**config.mk**
```make
export PLATFORM = sky130hd
export DESIGN_NAME = rhtm_sensor_if
export DESIGN_NICKNAME = d
export VERILOG_FILES = /design/src/include/rhtm_pkg.sv /design/src/hw/rhtm_sensor_if.sv /design/src/hw/rhtm_fifo.sv
export SDC_FILE = /design/constraint.sdc
export NUM_CORES = 1
export LEC_CHECK = 0
export ABC_AREA = 1
export BUFFER_PORTS_ARGS = -buffer_cell sky130_fd_sc_hd__buf_2
export CELL_PAD_IN_SITES_DETAIL_PLACEMENT = 0
export CELL_PAD_IN_SITES_GLOBAL_PLACEMENT = 2
export CORE_MARGIN = 10
export CORE_UTILIZATION = 30
export CTS_CLUSTER_SIZE = 40
export DETAILED_ROUTE_END_ITERATION = 8
export GPL_ROUTABILITY_DRIVEN = 0
export HOLD_SLACK_MARGIN = 0.12
export PLACE_DENSITY = 0.67
export SKIP_CTS_REPAIR_TIMING = 1
export SYNTH_ARGS = -nofsm -noshare
export SYNTH_HDL_FRONTEND = slang
export SYNTH_SLANG_ARGS = --single-unit
```
**constraint.sdc**
```tcl
create_clock -name clk -period 3.4 [get_ports clk]
set_input_delay 0.68 -clock clk [delete_from_list [all_inputs] [get_ports clk]]
set_output_delay 0.68 -clock clk [all_outputs]
set_load 0.005 [all_outputs]
```
**src/include/rhtm_pkg.sv**
```systemverilog
/*
  Constants, command tables and state type for the humidity and
  temperature command and readout block.
  Assumes a 250 MHz core clock; shared by the core and its testbench.
*/
package rhtm_pkg;

  // Bus addresses selected by the address-select pin
  localparam logic [6:0] ADDR_LO = 7'h44;
  localparam logic [6:0] ADDR_HI = 7'h45;

  // Single-shot commands, LSB order: high, medium, low repeatability
  localparam logic [7:0] SS_MSB_STR   = 8'h2c;
  localparam logic [7:0] SS_MSB_NOSTR = 8'h24;
  localparam logic [7:0] SS_LSB_STR   [3] = '{8'h06, 8'h0d, 8'h10};
  localparam logic [7:0] SS_LSB_NOSTR [3] = '{8'h00, 8'h0b, 8'h16};

  // Periodic commands by rate: 0.5, 1, 2, 4, 10 per second
  localparam int unsigned NUM_RATES = 5;
  localparam logic [7:0] PER_MSB [5] = '{8'h20, 8'h21, 8'h22, 8'h23, 8'h27};
  localparam logic [7:0] PER_LSB [5][3] = '{
    '{8'h32, 8'h24, 8'h2f}, '{8'h30, 8'h26, 8'h2d}, '{8'h36, 8'h20, 8'h2b},
    '{8'h34, 8'h22, 8'h29}, '{8'h37, 8'h21, 8'h2a}};
  localparam logic [15:0] ART_CMD  = 16'h2b32;
  localparam logic [2:0]  RATE_ART = 3'h5;

  // Periodic scheduling: a 50 ms base tick, then ticks per period
  localparam int unsigned CLK_MHZ     = 250;
  localparam int unsigned TICK_MS     = 50;
  localparam int unsigned TICK_CYCLES = TICK_MS * CLK_MHZ * 1000;
  localparam logic [5:0]  PER_TICKS [6] = '{6'h28, 6'h14, 6'h0a, 6'h05, 6'h02, 6'h05};

  // Transfer phases and counts
  localparam logic [1:0] PH_ADDR   = 2'h0;
  localparam logic [1:0] PH_MSB    = 2'h1;
  localparam logic [1:0] PH_LSB    = 2'h2;
  localparam logic [3:0] BYTE_BITS = 4'h8;
  localparam logic [3:0] LAST_BIT  = 4'h7;
  localparam logic [2:0] LAST_BYTE = 3'h5;

  // Result buffer
  localparam int unsigned PAIR_W     = 32;
  localparam int unsigned FIFO_DEPTH = 4;

  // Checksum defaults
  localparam logic [7:0] CRC_POLY_DEF = 8'h31;
  localparam logic [7:0] CRC_INIT_DEF = 8'hff;

  typedef enum logic [2:0] {
    ST_IDLE, ST_RECV, ST_ACK, ST_HOLD, ST_REL, ST_SEND, ST_MACK, ST_NEXT
  } rhtm_state_type;

endpackage

```
**src/hw/rhtm_sensor_if.sv**
```systemverilog
/*
  Command decoder and result readout of a humidity/temperature sensor
  behind a two-wire serial slave; results come from a measurement engine.
  Assumes SCL/SDA/address pins are asynchronous to clk and that each SCL
  phase lasts at least four clk cycles.
*/
`timescale 1ns/1ps
`default_nettype none
module rhtm_sensor_if #(
  parameter int unsigned TICK_CYCLES = rhtm_pkg::TICK_CYCLES,
  parameter logic [7:0]  CRC_POLY    = rhtm_pkg::CRC_POLY_DEF,
  parameter logic [7:0]  CRC_INIT    = rhtm_pkg::CRC_INIT_DEF,
  parameter logic [15:0] BREAK_CMD   = 16'hb0b0, // Arbitrary code
  parameter logic [15:0] FETCH_CMD   = 16'hf0f0, // Arbitrary code
  parameter int unsigned FIFO_DEPTH  = rhtm_pkg::FIFO_DEPTH
) (
  input  wire logic        clk,
  input  wire logic        nrst,
  input  wire logic        scl_in,
  output logic             scl_out,
  output logic             scl_oe,
  input  wire logic        sda_in,
  output logic             sda_out,
  output logic             sda_oe,
  input  wire logic        addr_sel,
  input  wire logic        res_valid,
  output logic             res_ready,
  input  wire logic [15:0] res_temp,
  input  wire logic [15:0] res_hum,
  output logic             meas_start,
  output logic             meas_abort,
  output logic [1:0]       meas_rep,
  output logic             periodic_mode,
  output logic             data_present
);
  import rhtm_pkg::*;

  function automatic logic [7:0] crc8(input logic [15:0] d);
    logic [7:0] c;
    logic       fb;
    c = CRC_INIT;
    for (int i = 15; i >= 0; i--) begin
      fb = c[7] ^ d[i];
      c  = {c[6:0], 1'b0};
      if (fb) begin
        c = c ^ CRC_POLY;
      end
    end
    return c;
  endfunction

  // Result: {valid, periodic, stretch, rep[1:0], rate[2:0]}
  function automatic logic [7:0] decode(input logic [15:0] c);
    logic [7:0] r;
    r = '0;
    for (int i = 0; i < 3; i++) begin
      if (c == {SS_MSB_STR, SS_LSB_STR[i]}) begin
        r = {3'b101, 2'(i), 3'h0};
      end
      if (c == {SS_MSB_NOSTR, SS_LSB_NOSTR[i]}) begin
        r = {3'b100, 2'(i), 3'h0};
      end
      for (int j = 0; j < NUM_RATES; j++) begin
        if (c == {PER_MSB[j], PER_LSB[j][i]}) begin
          r = {3'b110, 2'(i), 3'(j)};
        end
      end
    end
    if (c == ART_CMD) begin
      r = {3'b110, 2'h0, RATE_ART};
    end
    return r;
  endfunction

  // Pin synchronisers; only the second stage is read
  logic [1:0] scl_sync_reg;
  logic [1:0] sda_sync_reg;
  logic [1:0] adr_sync_reg;
  logic       scl_d_reg;
  logic       sda_d_reg;

  always_ff @(posedge clk or negedge nrst) begin
    if (!nrst) begin
      scl_sync_reg <= 2'h3;
      sda_sync_reg <= 2'h3;
      adr_sync_reg <= 2'h0;
      scl_d_reg    <= 1'b1;
      sda_d_reg    <= 1'b1;
    end else begin
      scl_sync_reg <= {scl_sync_reg[0], scl_in};
      sda_sync_reg <= {sda_sync_reg[0], sda_in};
      adr_sync_reg <= {adr_sync_reg[0], addr_sel};
      scl_d_reg    <= scl_sync_reg[1];
      sda_d_reg    <= sda_sync_reg[1];
    end
  end

  rhtm_state_type    state_reg;
  logic [7:0]        shift_reg;
  logic [7:0]        cmd_msb_reg;
  logic [3:0]        bit_cnt_reg;
  logic [1:0]        phase_reg;
  logic [2:0]        tx_idx_reg;
  logic [47:0]       tx_buf_reg;
  logic              is_rd_reg;
  logic              tx_ok_reg;
  logic              sda_oe_reg;
  logic              scl_oe_reg;
  logic              periodic_reg;
  logic              stretch_reg;
  logic              pend_reg;
  logic [1:0]        rep_reg;
  logic [2:0]        rate_reg;
  logic              meas_start_reg;
  logic              meas_abort_reg;
  logic [31:0]       tick_cnt_reg;
  logic [5:0]        per_cnt_reg;
  logic              store_valid_reg;
  logic [PAIR_W-1:0] store_data_reg;
  logic              fifo_valid;
  logic [PAIR_W-1:0] fifo_data;

  wire        scl_s     = scl_sync_reg[1];
  wire        sda_s     = sda_sync_reg[1];
  wire        scl_rise  = scl_s & ~scl_d_reg;
  wire        scl_fall  = ~scl_s & scl_d_reg;
  wire        start_det = scl_s & scl_d_reg & sda_d_reg & ~sda_s;
  wire        stop_det  = scl_s & scl_d_reg & ~sda_d_reg & sda_s;
  wire [6:0]  my_addr   = adr_sync_reg[1] ? ADDR_HI : ADDR_LO;
  wire        byte_done = (state_reg == ST_RECV) & scl_fall & (bit_cnt_reg == BYTE_BITS);
  wire        addr_hit  = (phase_reg == PH_ADDR) & (shift_reg[7:1] == my_addr);
  wire        rd_hdr    = addr_hit & shift_reg[0];
  wire        rd_wait   = stretch_reg & pend_reg;
  wire        rd_ack    = rd_hdr & (store_valid_reg | rd_wait);
  wire [15:0] cmd_word  = {cmd_msb_reg, shift_reg};
  wire [7:0]  dec       = decode(cmd_word);
  wire        is_break  = (cmd_word == BREAK_CMD);
  wire        is_fetch  = (cmd_word == FETCH_CMD);
  wire        cmd_ok    = (phase_reg == PH_LSB) & (dec[7] | is_break | is_fetch);
  wire        ack_now   = (addr_hit & (~shift_reg[0] | rd_ack))
                        | (phase_reg == PH_MSB) | cmd_ok;
  wire        cmd_go    = byte_done & cmd_ok;
  wire        meas_go   = cmd_go & dec[7] & ~is_break & ~is_fetch;
  wire        brk_go    = cmd_go & is_break;
  wire        hold_go   = (state_reg == ST_HOLD) & store_valid_reg;
  wire        load_w    = (byte_done & rd_hdr & store_valid_reg) | hold_go;
  wire        pop       = fifo_valid & ~store_valid_reg;
  wire        tick      = (tick_cnt_reg == TICK_CYCLES - 1);
  wire        per_due   = tick & (per_cnt_reg == PER_TICKS[rate_reg] - 6'h01);
  wire [15:0] ld_t      = store_data_reg[31:16];
  wire [15:0] ld_h      = store_data_reg[15:0];

  // Engine may stall on a full buffer; results wait until read
  rhtm_fifo #(
    .WIDTH (PAIR_W),
    .DEPTH (FIFO_DEPTH)
  ) u_fifo (
    .clk       (clk),
    .nrst      (nrst),
    .flush     (brk_go),
    .in_valid  (res_valid),
    .in_ready  (res_ready),
    .in_data   ({res_temp, res_hum}),
    .out_valid (fifo_valid),
    .out_ready (pop),
    .out_data  (fifo_data)
  );

  // Mode and measurement scheduling
  always_ff @(posedge clk or negedge nrst) begin
    if (!nrst) begin
      periodic_reg <= 1'b0;
      stretch_reg  <= 1'b0;
      rep_reg      <= 2'h0;
      rate_reg     <= 3'h0;
    end else if (brk_go) begin
      periodic_reg <= 1'b0;
      stretch_reg  <= 1'b0;
    end else if (meas_go) begin
      periodic_reg <= dec[6];
      stretch_reg  <= dec[5] & ~dec[6];
      rep_reg      <= dec[4:3];
      rate_reg     <= dec[2:0];
    end
  end

  always_ff @(posedge clk or negedge nrst) begin
    if (!nrst) begin
      tick_cnt_reg <= '0;
      per_cnt_reg  <= '0;
    end else if (meas_go | ~periodic_reg) begin
      tick_cnt_reg <= '0;
      per_cnt_reg  <= '0;
    end else if (tick) begin
      tick_cnt_reg <= '0;
      per_cnt_reg  <= per_due ? 6'h00 : per_cnt_reg + 6'h01;
    end else begin
      tick_cnt_reg <= tick_cnt_reg + 32'h1;
    end
  end

  always_ff @(posedge clk or negedge nrst) begin
    if (!nrst) begin
      meas_start_reg <= 1'b0;
      meas_abort_reg <= 1'b0;
      pend_reg       <= 1'b0;
    end else begin
      meas_start_reg <= meas_go | (periodic_reg & per_due & ~brk_go);
      meas_abort_reg <= brk_go;
      pend_reg       <= (meas_go & ~dec[6]) | (pend_reg & ~pop & ~brk_go & ~meas_go);
    end
  end

  // One stored pair; taking it for readout empties it
  always_ff @(posedge clk or negedge nrst) begin
    if (!nrst) begin
      store_valid_reg <= 1'b0;
      store_data_reg  <= '0;
    end else if (brk_go) begin
      store_valid_reg <= 1'b0;
    end else if (pop) begin
      store_valid_reg <= 1'b1;
      store_data_reg  <= fifo_data;
    end else if (load_w) begin
      store_valid_reg <= 1'b0;
    end
  end

  // Serial slave
  always_ff @(posedge clk or negedge nrst) begin
    if (!nrst) begin
      state_reg   <= ST_IDLE;
      shift_reg   <= '0;
      cmd_msb_reg <= '0;
      bit_cnt_reg <= '0;
      phase_reg   <= PH_ADDR;
      tx_idx_reg  <= '0;
      tx_buf_reg  <= '0;
      is_rd_reg   <= 1'b0;
      tx_ok_reg   <= 1'b0;
      sda_oe_reg  <= 1'b0;
      scl_oe_reg  <= 1'b0;
    end else if (stop_det) begin
      state_reg  <= ST_IDLE;
      sda_oe_reg <= 1'b0;
      scl_oe_reg <= 1'b0;
    end else if (start_det) begin
      state_reg   <= ST_RECV;
      phase_reg   <= PH_ADDR;
      bit_cnt_reg <= '0;
      sda_oe_reg  <= 1'b0;
    end else begin
      if (load_w) begin
        tx_buf_reg <= {ld_t, crc8(ld_t), ld_h, crc8(ld_h)};
      end
      unique case (state_reg)
        ST_IDLE: begin
        end
        ST_RECV: begin
          if (scl_rise) begin
            shift_reg   <= {shift_reg[6:0], sda_s};
            bit_cnt_reg <= bit_cnt_reg + 4'h1;
          end
          if (byte_done) begin
            sda_oe_reg  <= ack_now;
            state_reg   <= ack_now ? ST_ACK : ST_IDLE;
            is_rd_reg   <= rd_hdr;
            tx_ok_reg   <= store_valid_reg;
            cmd_msb_reg <= shift_reg;
          end
        end
        ST_ACK: begin
          if (scl_fall) begin
            bit_cnt_reg <= '0;
            tx_idx_reg  <= '0;
            if (is_rd_reg && tx_ok_reg) begin
              sda_oe_reg <= ~tx_buf_reg[47];
              state_reg  <= ST_SEND;
            end else if (is_rd_reg) begin
              sda_oe_reg <= 1'b0;
              scl_oe_reg <= 1'b1;
              state_reg  <= ST_HOLD;
            end else begin
              sda_oe_reg <= 1'b0;
              phase_reg  <= phase_reg + 2'h1;
              state_reg  <= (phase_reg == PH_LSB) ? ST_IDLE : ST_RECV;
            end
          end
        end
        ST_HOLD: begin
          if (store_valid_reg) begin
            sda_oe_reg <= ~ld_t[15]; // Data settles before clock release
            state_reg  <= ST_REL;
          end
        end
        ST_REL: begin
          scl_oe_reg <= 1'b0;
          state_reg  <= ST_SEND;
        end
        ST_SEND: begin
          if (scl_fall) begin
            bit_cnt_reg <= bit_cnt_reg + 4'h1;
            tx_buf_reg  <= {tx_buf_reg[46:0], 1'b0};
            sda_oe_reg  <= (bit_cnt_reg == LAST_BIT) ? 1'b0 : ~tx_buf_reg[46];
            state_reg   <= (bit_cnt_reg == LAST_BIT) ? ST_MACK : ST_SEND;
          end
        end
        ST_MACK: begin
          if (scl_rise) begin
            if (!sda_s && tx_idx_reg != LAST_BYTE) begin
              tx_idx_reg <= tx_idx_reg + 3'h1;
              state_reg  <= ST_NEXT;
            end else begin
              state_reg <= ST_IDLE;
            end
          end
        end
        ST_NEXT: begin
          if (scl_fall) begin
            bit_cnt_reg <= '0;
            sda_oe_reg  <= ~tx_buf_reg[47];
            state_reg   <= ST_SEND;
          end
        end
      endcase
    end
  end

  assign scl_out       = 1'b0;
  assign sda_out       = 1'b0;
  assign scl_oe        = scl_oe_reg;
  assign sda_oe        = sda_oe_reg;
  assign meas_start    = meas_start_reg;
  assign meas_abort    = meas_abort_reg;
  assign meas_rep      = rep_reg;
  assign periodic_mode = periodic_reg;
  assign data_present  = store_valid_reg;
endmodule
`default_nettype wire

```
**src/hw/rhtm_fifo.sv**
```systemverilog
/*
  Small synchronous FIFO with valid/ready on both sides and a flush.
  Assumes a single clock; DEPTH is a power of two.
*/
`timescale 1ns/1ps
`default_nettype none
module rhtm_fifo #(
  parameter int unsigned WIDTH = 32,
  parameter int unsigned DEPTH = 4
) (
  input  wire logic             clk,
  input  wire logic             nrst,
  input  wire logic             flush,
  input  wire logic             in_valid,
  output logic                  in_ready,
  input  wire logic [WIDTH-1:0] in_data,
  output logic                  out_valid,
  input  wire logic             out_ready,
  output logic      [WIDTH-1:0] out_data
);
  localparam int unsigned AW = $clog2(DEPTH);

  logic [WIDTH-1:0] mem_reg [DEPTH];
  logic [AW-1:0]    wr_ptr_reg;
  logic [AW-1:0]    rd_ptr_reg;
  logic [AW:0]      count_reg;
  wire              push;
  wire              pop;

  assign in_ready  = (count_reg != (AW+1)'(DEPTH));
  assign out_valid = (count_reg != '0);
  assign push      = in_valid & in_ready & ~flush;
  assign pop       = out_valid & out_ready & ~flush;
  assign out_data  = mem_reg[rd_ptr_reg];

  always_ff @(posedge clk) begin
    if (push) begin
      mem_reg[wr_ptr_reg] <= in_data;
    end
  end

  always_ff @(posedge clk or negedge nrst) begin
    if (!nrst) begin
      wr_ptr_reg <= '0;
      rd_ptr_reg <= '0;
      count_reg  <= '0;
    end else if (flush) begin
      wr_ptr_reg <= '0;
      rd_ptr_reg <= '0;
      count_reg  <= '0;
    end else begin
      wr_ptr_reg <= wr_ptr_reg + AW'(push);
      rd_ptr_reg <= rd_ptr_reg + AW'(pop);
      count_reg  <= count_reg + (AW+1)'(push) - (AW+1)'(pop);
    end
  end
endmodule
`default_nettype wire

```
======== After elaboration in Yosys (flattened, before gate mapping) ========
Memory sizes are Yosys's and may differ from the RTL's. A register that Yosys moved wholly into a read port is not among the register bits.
Cells that the tools add are included.
word-level totals
  ROM bits ................................ 48
  memory bits (writable) .................. 128
  register bits after elaboration ......... 144
  output and inout port bits .............. 11
  input bits .............................. 38
  memories ................................ 2
operators by class
  bitwise logic cells ..................... 125
  mux-type cells .......................... 212
  add/sub/neg operators ................... 10
  reduce and logical (&&, ||, !) cells .... 28
  magnitude comparators ................... 1
  eq/ne operators ......................... 58
memory list
  name              words  bits a word  read ports  clocked after memory_dff  write ports  line                   RTL
  u_fifo.mem_reg    4      32           1           1                         1            rhtm_fifo.sv:23        logic [WIDTH-1:0] mem_reg [DEPTH];
  (name not given)  8      6            1           0                         0            rhtm_sensor_if.sv:149  wire per_due = tick & (per_cnt_reg == PER_TICKS[rate_reg] - 6'h01);
operators by type and width
  kind                                                   count
  two-way mux 8 bit                                      112
  equality test 16 x 14 -> 1 bit, second input constant  22
  two-way mux 6 bit                                      37
  two-way mux 48 bit                                     3
  NOT 3 bit                                              30
  two-way mux 32 bit                                     2
  two-way mux 3 bit                                      14
  bitwise AND 1 bit                                      36
  adder 32 x 1 -> 32 bit, second input constant          1
  equality test 16 bit, second input constant            2
  equality test 32 x 24 -> 1 bit, second input constant  1
  bitwise XOR 1 bit                                      30
  two-way mux 1 bit                                      25
  inequality test 4 bit, second input constant           6
  inequality test 3 bit, second input constant           7
  one-hot mux 3 bit (7 select lines)                     1
  two-way mux 2 bit                                      10
  NOT 1 bit                                              18
  two-way mux 4 bit                                      4
  AND reduction 5 bit                                    3
  equality test 3 bit, second input constant             4
  one-hot mux 4 bit (3 select lines)                     1
  AND reduction 6 bit                                    2
  bitwise OR 1 bit                                       10
  36 further kinds                                       53

======== Depth between registers and ports, before layout ========
Gate-level depths: netlist (run 1).
  depth in word-level cells ............... 85
  mapped depth ............................ 23

======== Hierarchy ========
From an unflattened synthesis (run 1), not the netlist that was laid out.
second synthesis, totals
  cells, all modules ...................... 1960
  area total of the unflattened synthesis .. 16124.2 um^2
modules (own cells, without submodules)
  module          seq. area each (um^2)  instances  area an instance (um^2)  cells each
  rhtm_sensor_if  4236.6                 1          10657.7                  1535
  rhtm_fifo       4018.9                 1          5466.5                   425

======== Worst setup path after synthesis (run 1) ========
No wires, ideal clock.
  path kind ............................... register -> register
  start point ............................. register shift_reg[1]
  end point ............................... memory u_fifo.mem_reg[0][0], enable pin
  data arrival time ....................... 2.884 ns
  period minus slack after synthesis ...... 3.305 ns
  path slack .............................. 0.095 ns
  required time ........................... 2.979 ns
  buffers on the path ..................... 1
  stages on the path, launching flop included .. 15
  setup time .............................. 0.421 ns
  cells stage by stage .................... dfrtp_1 > buf_4 > inv_2 > nor2_1 > nand2_1 > nor2_1 > nand2_1 > nand2_1 > nor2_1 > nand2_1 > nor2_2 > nand3_2 > nand4_2 > nand3_1 > nor2_1
on the way
  word-level cells in the longest chain between the ends .. 32
  elaborated cells on any way between the ends .. 55
  classes of those cells .................. eq/ne: 24; mux: 24; bitwise: 7
RTL lines
  element                                      line                   RTL
  start, declared                              rhtm_sensor_if.sv:99   logic [7:0] shift_reg;
  start signal, assigned                       rhtm_sensor_if.sv:261  shift_reg <= {shift_reg[6:0], sda_s};
  equality test 16 x 14 -> 1 bit               rhtm_sensor_if.sv:57   if (c == {SS_MSB_STR, SS_LSB_STR[i]}) begin
  two-way mux 8 bit                            rhtm_sensor_if.sv:57
  two-way mux 8 bit                            rhtm_sensor_if.sv:60   if (c == {SS_MSB_NOSTR, SS_LSB_NOSTR[i]}) begin
  two-way mux 8 bit (5 in a row)               rhtm_sensor_if.sv:64   if (c == {PER_MSB[j], PER_LSB[j][i]}) begin
  two-way mux 8 bit                            rhtm_sensor_if.sv:57
  two-way mux 8 bit                            rhtm_sensor_if.sv:60
  two-way mux 8 bit (5 in a row)               rhtm_sensor_if.sv:64
  two-way mux 8 bit                            rhtm_sensor_if.sv:57
  [7 not listed]                               --
  bitwise OR 1 bit (2 in a row)                rhtm_sensor_if.sv:139  wire cmd_ok = (phase_reg == PH_LSB) & (dec[7] | is_break | is_fetch);
  bitwise AND 1 bit                            rhtm_sensor_if.sv:139
  bitwise AND 1 bit                            rhtm_sensor_if.sv:142  wire cmd_go = byte_done & cmd_ok;
  bitwise AND 1 bit (*)                        rhtm_sensor_if.sv:144  wire brk_go = cmd_go & is_break;
  NOT 1 bit (no line) (*)                      --
  bitwise AND 1 bit (*)                        rhtm_fifo.sv:32        assign push = in_valid & in_ready & ~flush;
  two-way mux 1 bit (*)                        rhtm_fifo.sv:37        if (push) begin
  two-way mux 1 bit (implied by the code) (*)  rhtm_fifo.sv:38        mem_reg[wr_ptr_reg] <= in_data;
  end, declared                                rhtm_fifo.sv:23
Mark *: on every way between the ends. The rest lies on a longest branch, timed or not.

======== Final worst setup path (run 1) ========
  start point ............................. register shift_reg[3]
  end point ............................... register u_fifo.count_reg[2]
on the way
  word-level cells in the longest chain between the ends .. 33
  elaborated cells on any way between the ends .. 57
  classes of those cells .................. add/sub: 2; eq/ne: 24; mux: 23; bitwise: 8
RTL lines
  element                         line                   RTL
  equality test 16 x 14 -> 1 bit  rhtm_sensor_if.sv:57
  two-way mux 8 bit               rhtm_sensor_if.sv:57
  two-way mux 8 bit               rhtm_sensor_if.sv:60
  two-way mux 8 bit (5 in a row)  rhtm_sensor_if.sv:64
  two-way mux 8 bit               rhtm_sensor_if.sv:57
  two-way mux 8 bit               rhtm_sensor_if.sv:60
  two-way mux 8 bit (5 in a row)  rhtm_sensor_if.sv:64
  two-way mux 8 bit               rhtm_sensor_if.sv:57
  [9 not listed]                  --
  bitwise AND 1 bit               rhtm_sensor_if.sv:139
  bitwise AND 1 bit               rhtm_sensor_if.sv:142
  bitwise AND 1 bit (*)           rhtm_sensor_if.sv:144
  NOT 1 bit (no line)             --
  bitwise AND 1 bit               rhtm_fifo.sv:32
  adder 3 x 1 -> 3 bit            rhtm_fifo.sv:54        count_reg <= count_reg + (AW+1)'(push) - (AW+1)'(pop);
  subtractor 3 x 1 -> 3 bit       rhtm_fifo.sv:54
  two-way mux 3 bit (*)           rhtm_fifo.sv:47        end else if (flush) begin
  end signal, assigned            rhtm_fifo.sv:54
  end, declared                   rhtm_fifo.sv:26        logic [AW:0] count_reg;
Marks and branches as above.
A chain may end at the register's enable or synchronous reset.

==> key figures, run 1 <==
Cells and area
  • Final core occ: 34.8%
  • Fillers: 5457
  • Antenna diode count: 0
  • Final cell area excluding filler cells: 0.0182 mm^2
  • Area growth from synthesis to final layout: 15.3%
  • Max FFs per register: 128
  • Final cell count without fillers: 2638
  • Share of final-layout standard cells stronger than drive strength 1: 10.9%
  • NumNets Final: 1975

Detailed routing
  • Routed vias: 12350
  • Count of nets left with antenna violations after detail routing: 0
  • 1st-iter DRT viols: 721
  • Drt drc: 0
  • Vias per Instance: 4.68
  • DR WL/cell: 15.7 um
  • Drt first pass iters: 5
  • Total Routed Length: 41.5 mm

CTS
  • Clock Tree Buf Depth: 3
  • TritonCTS clock tree: yes
  • Clock-pin slew reported for the worst setup and hold paths after clock tree synthesis: 0.06 ns
  • TritonCTS buffer count: 38
  • Master cell of the clock root buffer: clkbuf_16
  • Clk Latency, worst-skew pair: 0.56 ns
  • Clock tree sinks: 304
  • CTS H-tree depth: 2

Power and ir drop
  • Worst-case vdd ir drop: 458 uV
  • Leakage: 8.17 nW
  • Final total power: 0.0157 W
  • Power Density: 859 mW/mm^2

Setup path
  • Timing startpoint of the critical path: shift_reg[3]
  • Required time of the worst setup path: 3.84 ns
  • Kind of critical path: flip-flop to flip-flop
  • Arrival time worst endpoint: 3.56 ns
  • Nature of the critical path endpoint: flip-flop
  • Cell-by-cell trace of the critical path: inv_2, nand2_1, nor3_4, nand3_1, nand2_1, nor2_2, nand2_1, nor2_2, nand3_2, nand4_2, nand2_2, inv_1, ha_1, inv_1, ha_1, inv_1, fa_1, xnor2_1, nand2_1, inv_1
  • CP Buf/Inv Count: 5
  • Worst reg2reg path startpoint: shift_reg[3]
  • Setup crit start kind: flip-flop
  • Highest net fanout along the worst path: 7
  • Slowest cell on crit path: dfrtp_1
  • Top delay family on crit path: simple AND/OR/NAND/NOR gates
  • CP max stage delay: 0.42 ns

Global route
  • Remaining Overflow, GRT: 0
  • Via count of the first global-routing pass: 12482
  • Global-route wire length before repair: 68.4 mm
  • Overall routing resource usage: 13.4%
  • Initial antenna violation count: 0
  • Maximum number of pins on one net before global-route repair: 70

Floorplan
  • Chip height: 249 um
  • Num rows: 84
  • Starting density of the core: 30.2%
  • Horiz. Die Dim: 249 um
  • Overall die area: 0.0622 mm^2
  • Placeable core region: 0.0523 mm^2
  • I/O pin count: 49

Place
  • Port Buffers: 46
  • Post-detailed-placement cell area: 0.0169 mm^2
  • Count of placed standard cells including taps: 2569
  • Hpwl dp: 28.3 mm

Synthesis
  • Synth Area per Inst: 8.42 um^2
  • Area of the mapped netlist: 0.0158 mm^2
  • Post-Synthesis Cells: 1877
  • Synthesis warning total: 0
  • Count of distinct cell types in the synthesized netlist: 58
  • Sequential cell area fraction in the yosys report: 52.3%
  • Number of storage elements in the synthesis netlist: 304

STA
  • Share of the clock period used by the worst path: 91.7%
  • Unrepaired setup endpoints after global routing: no
  • Total count of max-transition violations in the final report: 0
  • Accumulated negative setup slack: 0 ns
  • Final Hold Viols: 0
  • Worst Tran Pin Value: 1.13 ns
  • Final setup violation count: 0
  • Fin Clk Skew: 0.0227 ns
  • Slew Limit Headroom: 24.6%
  • Peak Freq: 321 MHz
  • Post-layout min period: 3.12 ns

Status
  • Outcome: completed

Run
  • Max-cap violations: 0

Worst hold path
  • Hold/Removal Path Class: primary input to asynchronous set/reset pin
synthesized netlist by cell type (all sizes together):
cell type  instances  share of area [%]
a211oi             2               0.13
a21boi             1              0.048
and2               1              0.040
nor4              11               0.44
a32o              32                2.0
xor2              38                2.1
o211ai             4               0.19
nand2            515                 12
o31ai              2              0.095
nand3            118                3.8
clkinv             2              0.048
o21a               1              0.048
conb               1              0.024
o21bai             3               0.14
ha                14                1.1
a22oi              1              0.048
o22ai              7               0.28
a31o               7               0.39
or2                7               0.28
nand3b             3               0.14
edfxtp           128                 24
mux2i              1              0.063
o221ai             1              0.055
buf               27                1.3
nor3b              1              0.048
dfstp              6                1.0
nand4             23               0.99
o21ai            146                4.6
or4                1              0.048
fa                 1               0.13
inv              207                4.9
a2111oi            2               0.15
xnor2             18                1.0
nor2             181                4.5
a31oi              4               0.16
o22a               1              0.055
clkbuf            43                1.0
dfrtp            170                 27
nor3              48                1.8
a21oi             96                3.1
nor4b              1              0.055
a311oi             1              0.055
worst paths after layout:
path                       slack [ns]  depth (start not counted)                   to
max                              0.28                         20  u_fifo.count_reg[2]
min                              0.11                          1       cmd_msb_reg[0]
max reg2reg                      0.28                         20  u_fifo.count_reg[2]
min reg2reg                      0.35                          0      adr_sync_reg[1]
max in group asynchronous        2.44                          2     tick_cnt_reg[29]
min in group clk                 0.22                          1      scl_sync_reg[0]
placed cells by master (no fill, tap or decap), drive strengths merged, types with 2 or more instances in the layout:
master | Yosys | final
nand2 | 515 | 515
inv | 207 | 209
nor2 | 181 | 181
dfrtp | 170 | 170
o21ai | 146 | 146
edfxtp | 128 | 128
nand3 | 118 | 118
a21oi | 96 | 96
buf | 27 | 73
clkbuf | 43 | 51
nor3 | 48 | 48
xor2 | 38 | 38
a32o | 32 | 32
nand4 | 23 | 23
xnor2 | 18 | 18
ha | 14 | 14
nor4 | 11 | 11
clkinv | 2 | 11
o22ai | 7 | 7
or2 | 7 | 7
a31o | 7 | 7
dfstp | 6 | 6
bufinv | 0 | 5
a31oi | 4 | 4
o211ai | 4 | 4
nand3b | 3 | 3
o21bai | 3 | 3
o31ai | 2 | 2
conb | 1 | 2
clkinvlp | 0 | 2
a211oi | 2 | 2
a2111oi | 2 | 2
routing by layer:
metal	vias to the layer above	track usage [%]	routed length, um	part of all wire, %
li1	6319	-	-	-
met1	5840	17.1	19500	47
met2	145	22.8	19900	48
met3	46	2.25	1330	3.2
met4	0	3.50	737	1.8
met5	-	0	0	0
metrics by stage:
step                      setup WS (ns)  hold WS, ns
after floorplan                  0.0949        0.331
after detailed placement          0.231        0.340
final                             0.282        0.108
after global routing             0.0140        0.182
after global placement            0.229        0.338
after CTS                         0.219        0.150
area by class of cell:
cell class / instances / area [um^2] / area share, %
sequential: 304 / 8260 / 45.3
multi-input combinational: 1295 / 6480 / 35.6
clock buffer: 50 / 1050 / 5.74
tap: 688 / 861 / 4.72
inverter: 209 / 785 / 4.31
timing repair buffer: 74 / 537 / 2.95
clock inverter: 18 / 251 / 1.38
logic make-up (layout without fill, tap and decap cells):
group	after synthesis	count (layout)	synth area share, %
adders and majority gates	15	15	1.24
DFF	304	304	52.3
and+or+nand+nor	910	910	24.5
muxes	1	1	0.0634
AOI/OAI and AO/OA	311	311	11.6
xor gates and xnor gates	56	56	3.10
buffers and inverters	279	351	7.26
other	1	2	0.0237
where the power goes:
group          switching [W]  internal (W)  leakage (nW)  total, W
Sequential          0.000647       0.00472          3.46   0.00537
Clock                0.00165       0.00256         0.631   0.00421
Combinational        0.00394       0.00214          4.07   0.00608
Total                0.00623       0.00942          8.17    0.0157
Note: power is estimated with default switching activity, not from simulation.
==> run 2: changes to the inputs <==
- CORE_MARGIN: 10 -> 5
==> key figures, run 2 (synthesis gave the netlist of run 1 again) <==
Cells and area
  • Share of final-layout standard cells stronger than drive strength 1: 10.7%
  • Max FFs per register: 128
  • Antenna diode count: 0
  • Final cell count without fillers: 2637
  • Area growth from synthesis to final layout: 15.1%
  • Storage cell area: 0.00826 mm^2
  • Leading cell type in the layout, fill and taps excluded: nand2_1
  • Fillers: 5456
  • Top library cells by usage in the layout, fill and taps aside: nand2_1, inv_1, dfrtp_1
  • Area taken by multi-input logic gates: 0.00646 mm^2
  • NumNets Final: 1974
  • Final cell area excluding filler cells: 0.0182 mm^2

CTS
  • Master cell of the clock root buffer: clkbuf_16
  • Clock tree sinks: 304
  • TritonCTS clock tree: yes
  • Clock-pin slew reported for the worst setup and hold paths after clock tree synthesis: 0.06 ns
  • CTS H-tree depth: 2
  • Clock Tree Buf Depth: 3
  • Clk Latency, worst-skew pair: 0.56 ns
  • TritonCTS buffer count: 37

Place
  • Port Buffers: 46
  • Worst setup slack before clock tree synthesis: 0.246 ns
  • Post-detailed-placement cell area: 0.0169 mm^2
  • Hpwl dp: 27.7 mm
  • Count of placed standard cells including taps: 2570

STA
  • Peak Freq: 320 MHz
  • Final Hold Viols: 0
  • Accumulated negative setup slack: 0 ns
  • Unrepaired setup endpoints after global routing: no
  • Setup WS post-layout: 0.273 ns
  • Slew Limit Headroom: 51.3%
  • Fin Clk Skew: 0.0280 ns
  • Total count of max-transition violations in the final report: 0
  • Post-layout min period: 3.13 ns
  • Final setup violation count: 0
  • Share of the clock period used by the worst path: 92.0%
  • Worst Tran Pin Value: 0.730 ns

Global route
  • Global-route wire length before repair: 66.7 mm
  • Initial antenna violation count: 0
  • Overall routing resource usage: 14.3%
  • Via count of the first global-routing pass: 12345
  • Remaining Overflow, GRT: 0
  • Maximum number of pins on one net before global-route repair: 66

Detailed routing
  • Count of nets left with antenna violations after detail routing: 0
  • Drt first pass iters: 5
  • 1st-iter DRT viols: 675
  • Total Routed Length: 40.6 mm
  • Routed vias: 12458
  • Drt drc: 0
  • Vias per Instance: 4.72
  • DR WL/cell: 15.4 um

Status
  • Outcome: completed

Floorplan
  • Chip height: 239 um
  • Horiz. Die Dim: 239 um
  • Overall die area: 0.0573 mm^2
  • Starting density of the core: 30.2%
  • I/O pin count: 49
  • Num rows: 84
  • Placeable core region: 0.0523 mm^2

Run
  • Max-cap violations: 0

Worst hold path
  • Hold/Removal Path Class: primary input to asynchronous set/reset pin

Setup path
  • R2R depth: 20
  • Kind of critical path: flip-flop to flip-flop
  • Highest net fanout along the worst path: 4
  • Setup crit start kind: flip-flop
  • Arrival time worst endpoint: 3.58 ns
  • Required time of the worst setup path: 3.85 ns
  • Nature of the critical path endpoint: flip-flop

Power and ir drop
  • Worst-case vdd ir drop: 397 uV
  • Power Density: 850 mW/mm^2
  • Leakage: 8.15 nW
==> run 2: changes by cell type in the layout (fill, tap and decap cells not counted), moves of 2 or more <==
cell / delta
nor2_4: -2
nor2_1: +2
clkbuf_1: -2
inv_6: +2
==> run 2: report_power, final <==
part | leakage [nW] | switching [W] | internal (W)
logic | 4.06 | 0.00389 | 0.00209
registers | 3.47 | 0.000632 | 0.00472
clock network | 0.621 | 0.00166 | 0.00246
total | 8.15 | 0.00617 | 0.00927
==> run 2: path summary, 6_finish.rpt <==
path,start,endpoint,slack (ns)
max reg2reg,shift_reg[6],u_fifo.count_reg[2],0.27
max,shift_reg[6],u_fifo.count_reg[2],0.27
min,nrst,cmd_msb_reg[1],0.12
min in group clk,scl_in,scl_sync_reg[0],0.22
max in group asynchronous,nrst,tick_cnt_reg[27],2.53
min reg2reg,adr_sync_reg[0],adr_sync_reg[1],0.35
==> run 2: cell type report <==
class,instances,area share (%)
Clock inverter,20,1.47
Tap cell,688,4.73
Inverter,209,4.31
Timing Repair Buffer,74,2.95
Multi-Input combinational cell,1295,35.5
Sequential cell,304,45.4
Clock buffer,47,5.57
==> run 2: worst max-delay path, cell delays in order (launching register included) <==
cell and delay [ns]:
dfrtp_1 0.41, nor2_2 0.17, inv_1 0.08, nor3_1 0.35, nand3_1 0.17, nand2_1 0.11, nor2_1 0.05, nand2_1 0.09
nor2_2 0.05, nand3_2 0.09, nand4_2 0.14, nand2_2 0.11, inv_1 0.06, ha_1 0.28, inv_1 0.05, ha_1 0.12
inv_1 0.05, fa_1 0.40, xnor2_1 0.14, nand2_1 0.06, inv_1 0.03
==> run 2: through the flow <==
step	hold WS, ns	power (W)	util [%]
final	0.121	0.0154	34.7
after global routing	0.145	0.0169	34.7
after CTS	0.114	0.0158	34.7
after detailed placement	0.339	0.0115	32.3
after global placement	0.335	0.0115	32.3
after floorplan	0.331	0.00983	-
==> run 2: routing by layer <==
metal  part of all wire (%)  GRT usage [%]  vias to the layer above
met1                     47           19.0                     5889
met5                      0              0                        -
met2                     47           24.2                      193
met4                    2.3           4.03                        0
met3                    3.7           2.20                       59
li1                       -              -                     6317
==> run 3: changes to the inputs <==
- CORE_UTILIZATION: 30 -> 35
- PLACE_DENSITY: 0.67 -> 0.76
==> key figures, run 3 (synthesis gave the netlist of run 1 again) <==
Setup path
  • Kind of critical path: flip-flop to flip-flop
  • Arrival time worst endpoint: 3.65 ns
  • Highest net fanout along the worst path: 4
  • Top delay family on crit path: simple AND/OR/NAND/NOR gates
  • Cell-by-cell trace of the critical path: nor2_1, inv_1, nor2_1, nand3_1, nand2_1, nor2_1, nand2_1, nor2_2, nand3_2, nand4_2, nand2_2, inv_1, ha_1, inv_1, ha_1, inv_1, fa_1, xnor2_1, nand2_1, inv_1
  • CP Buf/Inv Count: 5
  • Critical Path Most Common Cell: inv_1
  • Slowest cell on crit path: dfrtp_1
  • CP max stage delay: 0.40 ns
  • Required time of the worst setup path: 3.89 ns
  • Setup crit start kind: flip-flop
  • Nature of the critical path endpoint: flip-flop

Detailed routing
  • Routed vias: 12423
  • 1st-iter DRT viols: 748
  • Vias per Instance: 4.90
  • Count of nets left with antenna violations after detail routing: 0
  • Drt first pass iters: 5
  • DR WL/cell: 15.6 um
  • Drt drc: 0
  • Total Routed Length: 39.5 mm

CTS
  • TritonCTS clock tree: yes
  • Clock tree sinks: 304
  • Master cell of the clock root buffer: clkbuf_16
  • Clock Tree Buf Depth: 3
  • CTS H-tree depth: 2
  • TritonCTS buffer count: 36
  • Clk Latency, worst-skew pair: 0.55 ns
  • Clock-pin slew reported for the worst setup and hold paths after clock tree synthesis: 0.06 ns

Cells and area
  • NumNets Final: 1968
  • Antenna diode count: 0
  • Max FFs per register: 128
  • Leading cell type in the layout, fill and taps excluded: nand2_1
  • Final cell area excluding filler cells: 0.0179 mm^2
  • Area growth from synthesis to final layout: 13.3%
  • Share of final-layout standard cells stronger than drive strength 1: 10.2%
  • Top library cells by usage in the layout, fill and taps aside: nand2_1, inv_1, dfrtp_1

Floorplan
  • Placeable core region: 0.0444 mm^2
  • Horiz. Die Dim: 222 um
  • Overall die area: 0.0495 mm^2
  • Starting density of the core: 35.6%
  • Chip height: 222 um
  • Num rows: 77
  • I/O pin count: 49

Global route
  • Via count of the first global-routing pass: 12145
  • Global-route wire length before repair: 64.9 mm
  • Global-route met3 utilization: 2.35%
  • Met1 usage: 21.6%
  • Initial antenna violation count: 0
  • Overall routing resource usage: 16.0%
  • Most Crowded Layer GR: met2
  • Remaining Overflow, GRT: 0
  • Maximum number of pins on one net before global-route repair: 66
  • Met2 track demand over resource in global routing: 26.7%

STA
  • Worst Tran Pin Value: 1.16 ns
  • Final Hold Viols: 0
  • Unrepaired setup endpoints after global routing: no
  • Post-layout min period: 3.15 ns
  • Total count of max-transition violations in the final report: 0
  • Slew Limit Headroom: 22.6%
  • Fin Clk Skew: 0.0206 ns
  • Share of the clock period used by the worst path: 92.7%
  • Fin Hold WS: 0.104 ns
  • Accumulated negative setup slack: 0 ns
  • Peak Freq: 317 MHz
  • Final setup violation count: 0

Place
  • Hpwl dp: 26.4 mm
  • Post-detailed-placement cell area: 0.0167 mm^2
  • Port Buffers: 46

Worst hold path
  • Hold/Removal Path Class: primary input to asynchronous set/reset pin

Run
  • Max-cap violations: 0

Power and ir drop
  • Worst-case vdd ir drop: 524 uV
  • Leakage: 8.09 nW
  • Power Density: 850 mW/mm^2

Status
  • Outcome: completed
==> run 3: changes by cell type in the layout (fill, tap and decap cells not counted), sizes merged <==
cell      previous run  this run
buf                 73        68
bufinv               4         3
clkinv              12        15
clkinvlp             2         1
inv                211       208
==> run 3: where the power goes <==
group,internal [W],total (W),switching (W)
clock,0.00231,0.00389,0.00158
combinational,0.00208,0.00594,0.00386
sequential,0.00472,0.00537,0.000650
total,0.00912,0.0152,0.00609
==> run 3: worst register-to-register path, cell delays in order (launching register included) <==
cell	delay, ns
dfrtp_1	0.40
nor2_1	0.26
inv_1	0.14
nor2_1	0.28
nand3_1	0.12
nand2_1	0.11
nor2_1	0.04
nand2_1	0.09
nor2_2	0.06
nand3_2	0.08
nand4_2	0.13
nand2_2	0.11
inv_1	0.06
ha_1	0.28
inv_1	0.05
ha_1	0.13
inv_1	0.05
fa_1	0.40
xnor2_1	0.17
nand2_1	0.07
inv_1	0.05
==> run 3: through the flow <==
step / setup WS [ns] / total power [W] / instances / util, %
5_1_grt: 0.00600 / 0.0166 / 2534 / 40.3
3_5_place_dp: 0.270 / 0.0115 / 2469 / 37.6
2_1_floorplan: 0.0949 / 0.00983 / 1878 / -
3_3_place_gp: 0.252 / 0.0114 / 2469 / 37.6
6_report: 0.247 / 0.0152 / 2534 / 40.3
4_1_cts: 0.244 / 0.0155 / 2534 / 40.3
==> run 3: final timing paths <==
check | startpoint | endpoint | slack, ns | cells past startpoint
max | cmd_msb_reg[1] | u_fifo.count_reg[2] | 0.25 | 20
min | nrst | meas_rep[0] | 0.10 | 1
max reg2reg | cmd_msb_reg[1] | u_fifo.count_reg[2] | 0.25 | 20
min reg2reg | sda_sync_reg[0] | sda_sync_reg[1] | 0.35 | 0
max in group asynchronous | nrst | store_data_reg[7] | 2.48 | 2
min in group clk | scl_in | scl_sync_reg[0] | 0.23 | 1
==> run 3: cell type report <==
cell class	count	area (um^2)
Clock buffer	47	993
Clock inverter	18	210
Multi-Input combinational cell	1295	6440
Fill cell	4509	26500
Sequential cell	304	8260
Tap cell	592	741
Inverter	209	785
Timing Repair Buffer	69	474
==> run 3: routing by layer <==
metal  vias up  routed length [um]
li1       6305                   -
met1      5879               18600
met2       182               18600
met3        57                1310
met4         0                1000
met5         -                   0
